## src/common/drt_pkg.sv

```systemverilog
package drt_pkg;

   // ****************************************
   // register select and write keys
   // ****************************************
   localparam logic [1:0] SEL_CONTROL_STATUS = 2'h0;
   localparam logic [1:0] SEL_INTERVAL_COUNT = 2'h1;
   localparam logic [1:0] SEL_INTERVAL_CONST = 2'h2;
   localparam logic [1:0] SEL_REFRESH_COUNT  = 2'h3;
   localparam logic [7:0] WRITE_KEY          = 8'hA5;
   localparam logic [5:0] REFRESH_COUNT_KEY  = 6'h29;

   // ****************************************
   // control/status field positions
   // ****************************************
   localparam int unsigned CS_CMF_BIT  = 7;
   localparam int unsigned CS_COMPARE_MATCH_IRQ_ENABLE_BIT = 6;
   localparam int unsigned CS_CKS_MSB  = 5;
   localparam int unsigned CS_CKS_LSB  = 3;
   localparam int unsigned CS_OVF_BIT  = 2;
   localparam int unsigned CS_COUNT_LIMIT_IRQ_ENABLE_BIT = 1;
   localparam int unsigned CS_COUNT_LIMIT_SELECT_BIT = 0;

   // ****************************************
   // reset values and limits
   // ****************************************
   localparam logic [7:0]  CONTROL_RESET   = 8'h00;
   localparam logic [7:0]  COUNTER_RESET   = 8'h00;
   localparam logic [7:0]  CONSTANT_RESET  = 8'h00;
   localparam logic [9:0]  REFRESH_RESET   = 10'h000;
   localparam logic [10:0] LIMIT_LONG      = 11'h400;
   localparam logic [10:0] LIMIT_SHORT     = 11'h200;
   localparam logic [2:0]  CLOCK_STOPPED   = 3'h0;

   // divider masks: a tick when the masked phase bits are all ones
   localparam logic [11:0] DIV_MASK [0:7] = '{12'h000, 12'h003, 12'h00F, 12'h03F,
                                              12'h0FF, 12'h3FF, 12'h7FF, 12'hFFF};

endpackage

```

## src/common/drt_if.sv

```systemverilog
interface drt_if;
   logic [2:0] clock_select;
   logic       run;
   logic       tick;
   logic       refresh_done;
   logic       limit_select;
   logic       count_wr;
   logic [9:0] count_wdata;
   logic [9:0] count;
   logic       limit_hit;

   modport ctrl    (output clock_select, run, refresh_done, limit_select, count_wr,
                    count_wdata, input tick, count, limit_hit);
   modport presc   (input clock_select, run, output tick);
   modport counter (input refresh_done, limit_select, count_wr, count_wdata,
                    output count, limit_hit);
endinterface

```

## src/core/drt_prescaler.sv

```systemverilog
module drt_prescaler (
   input  wire logic i_clock,
   input  wire logic i_rst_n,
   drt_if.presc      bus
);

   typedef struct packed {
      logic [11:0] phase;
      logic        tick;
   } drt_presc_state_type;

   drt_presc_state_type state_q;
   drt_presc_state_type state_d;

   // ****************************************
   // free-running phase, one tick per period
   // ****************************************
   always_comb begin
      state_d      = state_q;
      state_d.tick = 1'b0;
      if (bus.clock_select == drt_pkg::CLOCK_STOPPED) begin
         state_d.phase = 12'h000;
      end else if (bus.run) begin
         state_d.phase = state_q.phase + 12'h001;
         // all-ones test keeps the period exact for every ratio
         if ((state_q.phase & drt_pkg::DIV_MASK[bus.clock_select])
             == drt_pkg::DIV_MASK[bus.clock_select]) begin
            state_d.tick = 1'b1;
         end
      end
   end

   always_ff @(posedge i_clock) begin
      if (!i_rst_n) begin
         state_q <= '0;
      end else begin
         state_q <= state_d;
      end
   end

   assign bus.tick = state_q.tick;
endmodule

```

## src/core/drt_refresh_count.sv

```systemverilog
module drt_refresh_count (
   input  wire logic i_clock,
   input  wire logic i_rst_n,
   drt_if.counter    bus
);

   typedef struct packed {
      logic [9:0] count;
      logic       limit_hit;
   } drt_rc_state_type;

   drt_rc_state_type state_q;
   drt_rc_state_type state_d;
   logic [10:0]      limit;

   // ****************************************
   // refresh count and limit check
   // ****************************************
   always_comb begin
      limit             = bus.limit_select ? drt_pkg::LIMIT_SHORT : drt_pkg::LIMIT_LONG;
      state_d           = state_q;
      state_d.limit_hit = 1'b0;
      if (bus.count_wr) begin
         state_d.count = bus.count_wdata;
      end else if (bus.refresh_done) begin
         // reaching the limit is passing it; also catches a count above a lowered limit
         if (({1'b0, state_q.count} + 11'h001) >= limit) begin
            state_d.count     = drt_pkg::REFRESH_RESET;
            state_d.limit_hit = 1'b1;
         end else begin
            state_d.count = state_q.count + 10'h001;
         end
      end
   end

   always_ff @(posedge i_clock) begin
      if (!i_rst_n) begin
         state_q <= '{count: drt_pkg::REFRESH_RESET, limit_hit: 1'b0};
      end else begin
         state_q <= state_d;
      end
   end

   assign bus.count     = state_q.count;
   assign bus.limit_hit = state_q.limit_hit;
endmodule

```

## src/core/drt_top.sv

```systemverilog
module drt_top (
   input  wire logic        i_clock,
   input  wire logic        i_rst_n,
   input  wire logic [1:0]  i_reg_sel,
   input  wire logic        i_wr,
   input  wire logic        i_wr_word,
   input  wire logic [15:0] i_wdata,
   input  wire logic        i_standby,
   input  wire logic        i_refresh_enable,
   input  wire logic        i_refresh_mode,
   input  wire logic        i_refresh_done,
   output logic      [15:0] o_rdata,
   output logic             o_refresh_request,
   output logic             o_compare_irq,
   output logic             o_limit_irq
);

   // ****************************************
   // state
   // ****************************************
   typedef struct packed {
      logic        compare_match_flag;
      logic        compare_match_irq_enable;
      logic [2:0]  cks;
      logic        ovf;
      logic        count_limit_irq_enable;
      logic        count_limit_select;
      logic        clear_armed;
      logic [7:0]  counter;
      logic [7:0]  constant;
      logic [15:0] rdata;
      logic        refresh_req;
      logic        cmi_irq;
      logic        ovi_irq;
   } drt_state_type;

   drt_state_type state_q;
   drt_state_type state_d;

   drt_if link ();

   logic wr_control;
   logic wr_counter;
   logic wr_constant;
   logic match;
   logic auto_refresh;
   logic count_tick;

   // ****************************************
   // keyed word write decode
   // ****************************************
   function automatic logic write_hits(input logic [1:0]  target,
                                       input logic [1:0]  sel,
                                       input logic        wr,
                                       input logic        word,
                                       input logic [15:0] wdata);
      logic key_ok;
      key_ok = 1'b0;
      if (target == drt_pkg::SEL_REFRESH_COUNT) begin
         key_ok = (wdata[15:10] == drt_pkg::REFRESH_COUNT_KEY);
      end else begin
         key_ok = (wdata[15:8] == drt_pkg::WRITE_KEY);
      end
      // byte writes and a wrong key leave the target untouched
      return wr && word && (sel == target) && key_ok;
   endfunction

   assign wr_control  = write_hits(drt_pkg::SEL_CONTROL_STATUS, i_reg_sel, i_wr, i_wr_word,
                                   i_wdata);
   assign wr_counter  = write_hits(drt_pkg::SEL_INTERVAL_COUNT, i_reg_sel, i_wr, i_wr_word,
                                   i_wdata);
   assign wr_constant = write_hits(drt_pkg::SEL_INTERVAL_CONST, i_reg_sel, i_wr, i_wr_word,
                                   i_wdata);

   // ****************************************
   // sub-blocks
   // ****************************************
   assign link.clock_select = state_q.cks;
   assign link.run          = !i_standby;
   assign link.refresh_done = i_refresh_done;
   assign link.limit_select = state_q.count_limit_select;
   assign link.count_wr     = write_hits(drt_pkg::SEL_REFRESH_COUNT, i_reg_sel, i_wr,
                                         i_wr_word, i_wdata);
   assign link.count_wdata  = i_wdata[9:0];

   drt_prescaler u_prescaler (
      .i_clock (i_clock),
      .i_rst_n (i_rst_n),
      .bus     (link.presc)
   );

   drt_refresh_count u_refresh_count (
      .i_clock (i_clock),
      .i_rst_n (i_rst_n),
      .bus     (link.counter)
   );

   // ****************************************
   // compare, flags and refresh request
   // ****************************************
   // a tick launched just before the clock select went to stop is dropped
   assign count_tick   = link.tick && (state_q.cks != drt_pkg::CLOCK_STOPPED);
   assign match        = count_tick && (state_q.counter == state_q.constant);
   assign auto_refresh = i_refresh_enable && !i_refresh_mode;

   always_comb begin
      state_d             = state_q;
      state_d.refresh_req = 1'b0;

      // interval counter: a software write beats a count in the same cycle
      if (wr_counter) begin
         state_d.counter = i_wdata[7:0];
      end else if (match) begin
         state_d.counter = drt_pkg::COUNTER_RESET;
      end else if (count_tick) begin
         state_d.counter = state_q.counter + 8'h01;
      end

      if (wr_constant) begin
         state_d.constant = i_wdata[7:0];
      end

      // clear before the write, so a zero written in this cycle re-arms
      if (state_q.clear_armed && i_refresh_done && auto_refresh) begin
         state_d.compare_match_flag         = 1'b0;
         state_d.clear_armed = 1'b0;
      end

      if (wr_control) begin
         state_d.compare_match_irq_enable = i_wdata[drt_pkg::CS_COMPARE_MATCH_IRQ_ENABLE_BIT];
         state_d.cks  = i_wdata[drt_pkg::CS_CKS_MSB:drt_pkg::CS_CKS_LSB];
         state_d.count_limit_irq_enable = i_wdata[drt_pkg::CS_COUNT_LIMIT_IRQ_ENABLE_BIT];
         state_d.count_limit_select = i_wdata[drt_pkg::CS_COUNT_LIMIT_SELECT_BIT];
         // writing zero only arms the clear; the refresh itself clears
         if (!i_wdata[drt_pkg::CS_CMF_BIT]) begin
            state_d.clear_armed = 1'b1;
         end
         if (!i_wdata[drt_pkg::CS_OVF_BIT]) begin
            state_d.ovf = 1'b0;
         end
      end

      // sets come last so an event in the clearing cycle is kept
      if (match) begin
         state_d.compare_match_flag         = 1'b1;
         state_d.refresh_req = auto_refresh;
      end
      if (link.limit_hit) begin
         state_d.ovf = 1'b1;
      end

      state_d.cmi_irq = state_d.compare_match_flag && state_d.compare_match_irq_enable;
      state_d.ovi_irq = state_d.ovf && state_d.count_limit_irq_enable;

      // ****************************************
      // word-wide read, undefined bits zero
      // ****************************************
      unique case (i_reg_sel)
         drt_pkg::SEL_CONTROL_STATUS: begin
            state_d.rdata = {8'h00, state_q.compare_match_flag, state_q.compare_match_irq_enable, state_q.cks, state_q.ovf,
                             state_q.count_limit_irq_enable, state_q.count_limit_select};
         end
         drt_pkg::SEL_INTERVAL_COUNT: begin
            state_d.rdata = {8'h00, state_q.counter};
         end
         drt_pkg::SEL_INTERVAL_CONST: begin
            state_d.rdata = {8'h00, state_q.constant};
         end
         drt_pkg::SEL_REFRESH_COUNT: begin
            state_d.rdata = {6'h00, link.count};
         end
      endcase
   end

   always_ff @(posedge i_clock) begin
      if (!i_rst_n) begin
         // only power-on reset clears; no other reset reaches these flops
         state_q          <= '0;
         state_q.cks      <= drt_pkg::CONTROL_RESET[drt_pkg::CS_CKS_MSB:drt_pkg::CS_CKS_LSB];
         state_q.counter  <= drt_pkg::COUNTER_RESET;
         state_q.constant <= drt_pkg::CONSTANT_RESET;
      end else begin
         state_q <= state_d;
      end
   end

   assign o_rdata           = state_q.rdata;
   assign o_refresh_request = state_q.refresh_req;
   assign o_compare_irq     = state_q.cmi_irq;
   assign o_limit_irq       = state_q.ovi_irq;
endmodule

```

## config.mk

```make
export PLATFORM = sky130hd
export DESIGN_NAME = drt_top
export DESIGN_NICKNAME = d
export VERILOG_FILES = /design/src/common/drt_pkg.sv /design/src/common/drt_if.sv /design/src/core/drt_prescaler.sv /design/src/core/drt_refresh_count.sv /design/src/core/drt_top.sv
export SDC_FILE = /design/constraint.sdc
export NUM_CORES = 1
export LEC_CHECK = 0
export BUFFER_PORTS_ARGS = -buffer_cell sky130_fd_sc_hd__buf_2
export CAP_MARGIN = 40
export CELL_PAD_IN_SITES_DETAIL_PLACEMENT = 1
export CELL_PAD_IN_SITES_GLOBAL_PLACEMENT = 1
export CORE_MARGIN = 10
export CORE_UTILIZATION = 43
export DETAILED_ROUTE_END_ITERATION = 12
export PLACE_DENSITY_LB_ADDON = 0.15
export SLEW_MARGIN = 0
export SYNTH_ARGS = -nofsm -noshare
export SYNTH_HDL_FRONTEND = slang
export SYNTH_SLANG_ARGS = --single-unit
export TNS_END_PERCENT = 1
```

## constraint.sdc

```tcl
create_clock -name i_clock -period 2.46 [get_ports i_clock]
set_input_delay 0.123 -clock i_clock [delete_from_list [all_inputs] [get_ports i_clock]]
set_output_delay 0.123 -clock i_clock [all_outputs]
set_load 0.05 [all_outputs]
```

==> results.sh <==
export IMPL_syn_instance_count=354
export IMPL_yosys_most_used_dff="dfxtp_1"
export IMPL_crit_fanout=6
export IMPL_edff_count_synth=0
export IMPL_ff_latch_area_um2=1240
export IMPL_post_route_period_util=0.989
export IMPL_crit_path_end_kind="flop"
export IMPL_synth_async_reset_ratio=0
export IMPL_path_class="flop to flop"
export IMPL_dpl_hpwl_mm=6.70
export IMPL_regToRegEndpoint="u_refresh_count.bus.count[0]"
export IMPL_antenna_violating_nets_left=0
export IMPL_clock_latency_on_the_worst_skew_pair_ns=0.35
export IMPL_critical_path_reg2reg_startpoint="u_refresh_count.bus.count[0]"
export IMPL_cts_tree="built"
export IMPL_filler_cell_count=902
export IMPL_portBuffers=38
export IMPL_ys_seq_area_frac=0.388
export IMPL_drt_wirelength_per_cell_um=18.5
export IMPL_number_of_hold_repair_buffers_added_at_the_cts_stage=0
export IMPL_grt_max_degree=25
export IMPL_std_cell_rows=31
export IMPL_start_util=0.441
export IMPL_core_occupancy_in_the_finished_layout=0.505
export IMPL_clock_sinks=62
export IMPL_grt_antenna_before_repair=0
export IMPL_die_x_extent_um=106
export IMPL_power_leakage_nw=1.49
export IMPL_synth_top_cell_by_area="dfxtp_1"
export IMPL_hold_slack_ns=0.0639
export IMPL_length_in_cells_of_the_worst_reg_to_reg_path=8
export IMPL_io_pins=45
export IMPL_layout_min_cycle_time_ns=2.43
export IMPL_fin_cells=498
export IMPL_outcome="finished clean"
export IMPL_multi_input_comb_area_um2=1770
export IMPL_worst_endpoint_arrival_ns=2.64
export IMPL_total_routing_usage_reported_by_global_routing=0.166
export IMPL_areaGrowthSynthToFinish_pct=14.5
export IMPL_synth_cell_area_um2=3200
export IMPL_vias=2744
export IMPL_synthTopCellsByCount="62 x dfxtp_1, 33 x nor2_1, 28 x a21oi_1, 20 x xor2_1, 18 x o21ai_0"
export IMPL_detailed_router_iteration_count_before_antenna_repair=4
export IMPL_fin_worst_skew_ns=0.00588
export IMPL_synth_top_cell_area_share=0.388
export IMPL_totalWireLength_mm=9.19
export IMPL_max_clock_path_buffers=2
export IMPL_setup_viol=0
export IMPL_clk_pin_slew_ns=0.07
export IMPL_most_used_standard_cell_by_instance_count_after_synthesis="dfxtp_1"
export IMPL_yosys_register_bits=62
export IMPL_cts_inserted_buffers=9
export IMPL_postSynthAreaPerCell_um2=9.03
export IMPL_clk_root_buffer_cell="clkbuf_8"
export IMPL_dp_cells=477
export IMPL_height_of_the_die_um=106
export IMPL_fraction_of_layout_instances_using_a_drive_strength_above_1=0.223
export IMPL_first_global_vias=3001
export IMPL_yosys_top_cells_area="dfxtp_1 39%, mux4_2 5.6%, xor2_1 5.5%, mux2i_1 4.7%, a21oi_1 4.4%"
export IMPL_yosys_cell_types_count=48
export IMPL_drv_cap=0
export IMPL_worst_hold_path_num_cells=4
export IMPL_worst_endpoint_required_ns=2.67
export IMPL_antenna_cells=0
export IMPL_worstSetupStartpointType="flop"
export IMPL_max_vdd_ir_drop_v=0.000280
export IMPL_holdPathEnd="o_refresh_request"
export IMPL_core_area_um2=7250
export IMPL_final_net_count=425
export IMPL_vias_per_cell=5.51
export IMPL_ctsHtreeMaxLevel=3
export IMPL_rrSetupSlack_ns=0.03
export IMPL_timing_max_transition_violations_final=0
export IMPL_hold_viol_final=0
export IMPL_worst_slew_pin_slew_ns=0.633
export IMPL_globalplace_congestion=0.824
export IMPL_grt_first_pass_wirelength_mm=15.2
export IMPL_powerDensity_nw_per_um2=525
export IMPL_timing_max_slew_rel_slack=0.578
export IMPL_remaining_drc_errors=0
export IMPL_initialDrtViolationCount=86
export IMPL_fp_dieArea_um2=11300
export IMPL_synth_yosys_warnings=0
export IMPL_max_freq_mhz=411
export IMPL_min_delay_path_class="input port to flop"
export IMPL_min_delay_start="i_refresh_mode"
export IMPL_globalRouteOverflowTotal=0
## timing repair
item	in CTS	in global routing
setup buffers	0	5
pin swaps	0	4
endpoints found under the setup margin	3	5
resized for setup	1	4
## power by group
group          internal [mW]  switching, mW
logic                 0.0376         0.0795
clock network          0.388          0.403
registers               1.01        0.00425
total                   1.43          0.487
## sequential cells by signal (all words and copies together), names as in the netlist
signal,flops
state_q,21
u_prescaler.state_q,12
o_rdata,10
u_refresh_count.bus.count,10
link.clock_select,3
link.limit_select,1
o_compare_irq,1
o_limit_irq,1
o_refresh_request,1
u_prescaler.bus.tick,1
u_refresh_count.bus.limit_hit,1
## worst max path at each step
stage,start,endpoint,slack (ns),depth (start not counted)
global route,u_refresh_count.bus.count[0],u_refresh_count.bus.count[0],-0.07,8
CTS,u_refresh_count.bus.count[0],u_refresh_count.bus.count[0],0.04,8
detailed placement,u_refresh_count.bus.count[0],u_refresh_count.bus.count[0],0.11,8
floorplan,u_refresh_count.bus.count[0],u_refresh_count.bus.count[9],0.20,8
global placement,u_refresh_count.bus.count[0],u_refresh_count.bus.count[9],0.18,8
finish,u_refresh_count.bus.count[0],u_refresh_count.bus.count[0],0.03,8
## worst max-delay path, cell delays in order (launching register included)
cell	delay [ns]
dfxtp_2	0.37
nand4_1	0.21
nor2_2	0.25
nand4_1	0.16
xor2_1	0.21
ha_1	0.30
nand4_1	0.13
a2111oi_2	0.52
o32ai_1	0.14
## kinds of logic after synthesis
logic type	count (synthesis)	synth area share
and+or+nand+nor	129	0.221
AOI/OAI and AO/OA	70	0.129
DFF	62	0.388
buffers and inverters	38	0.0669
xor gates and xnor gates	26	0.0712
muxes	23	0.103
adders and majority gates	5	0.0196
other	1	0.00117
## layout by cell type (no fill, tap or decap), types with 3 or more instances in the layout
| cell type | instances |
|---|---|
| ha_1 | 4 |
| nor3b_1 | 11 |
| nor4_1 | 3 |
| buf_4 | 19 |
| conb_1 | 6 |
| dfxtp_1 | 60 |
| nand2_1 | 15 |
| clkinv_2 | 3 |
| o21ai_0 | 18 |
| and2_1 | 13 |
| or3_1 | 3 |
| nor3_1 | 9 |
| a21oi_1 | 28 |
| o22ai_1 | 7 |
| xnor2_1 | 6 |
| nand3_1 | 15 |
| a31oi_1 | 3 |
| mux4_2 | 8 |
| nor2_1 | 32 |
| inv_1 | 5 |
| xor2_1 | 20 |
| nand4_1 | 7 |
| mux2i_1 | 15 |
| clkbuf_8 | 10 |
| nor2b_1 | 5 |
| buf_2 | 38 |
## metal layers
layer,track usage,share of wire
met5,0,0
met2,0.284,0.51
met1,0.200,0.45
met4,0.0696,0.016
met3,0.0284,0.026
## final cells by class
cell class              instances  area share
clock buffers                  12      0.0396
clock inverters                 4     0.00615
inverters                       5     0.00513
multi-input cells             259       0.485
flip-flops and latches         62       0.340
well taps                      99      0.0338
repair buffers                 57      0.0909
## stage by stage
stage               TNS [ns]  cell area (µm²)  power, mW  worst slack (ns)
finish                     0             3660       1.92            0.0280
global route          -0.174             3660       1.99           -0.0654
CTS                        0             3610       1.93            0.0376
detailed placement         0             3440       1.15             0.109
global placement           0             3440       1.15             0.182
floorplan                  0             3220       1.11             0.201
Power figures use the tool's default switching activity.
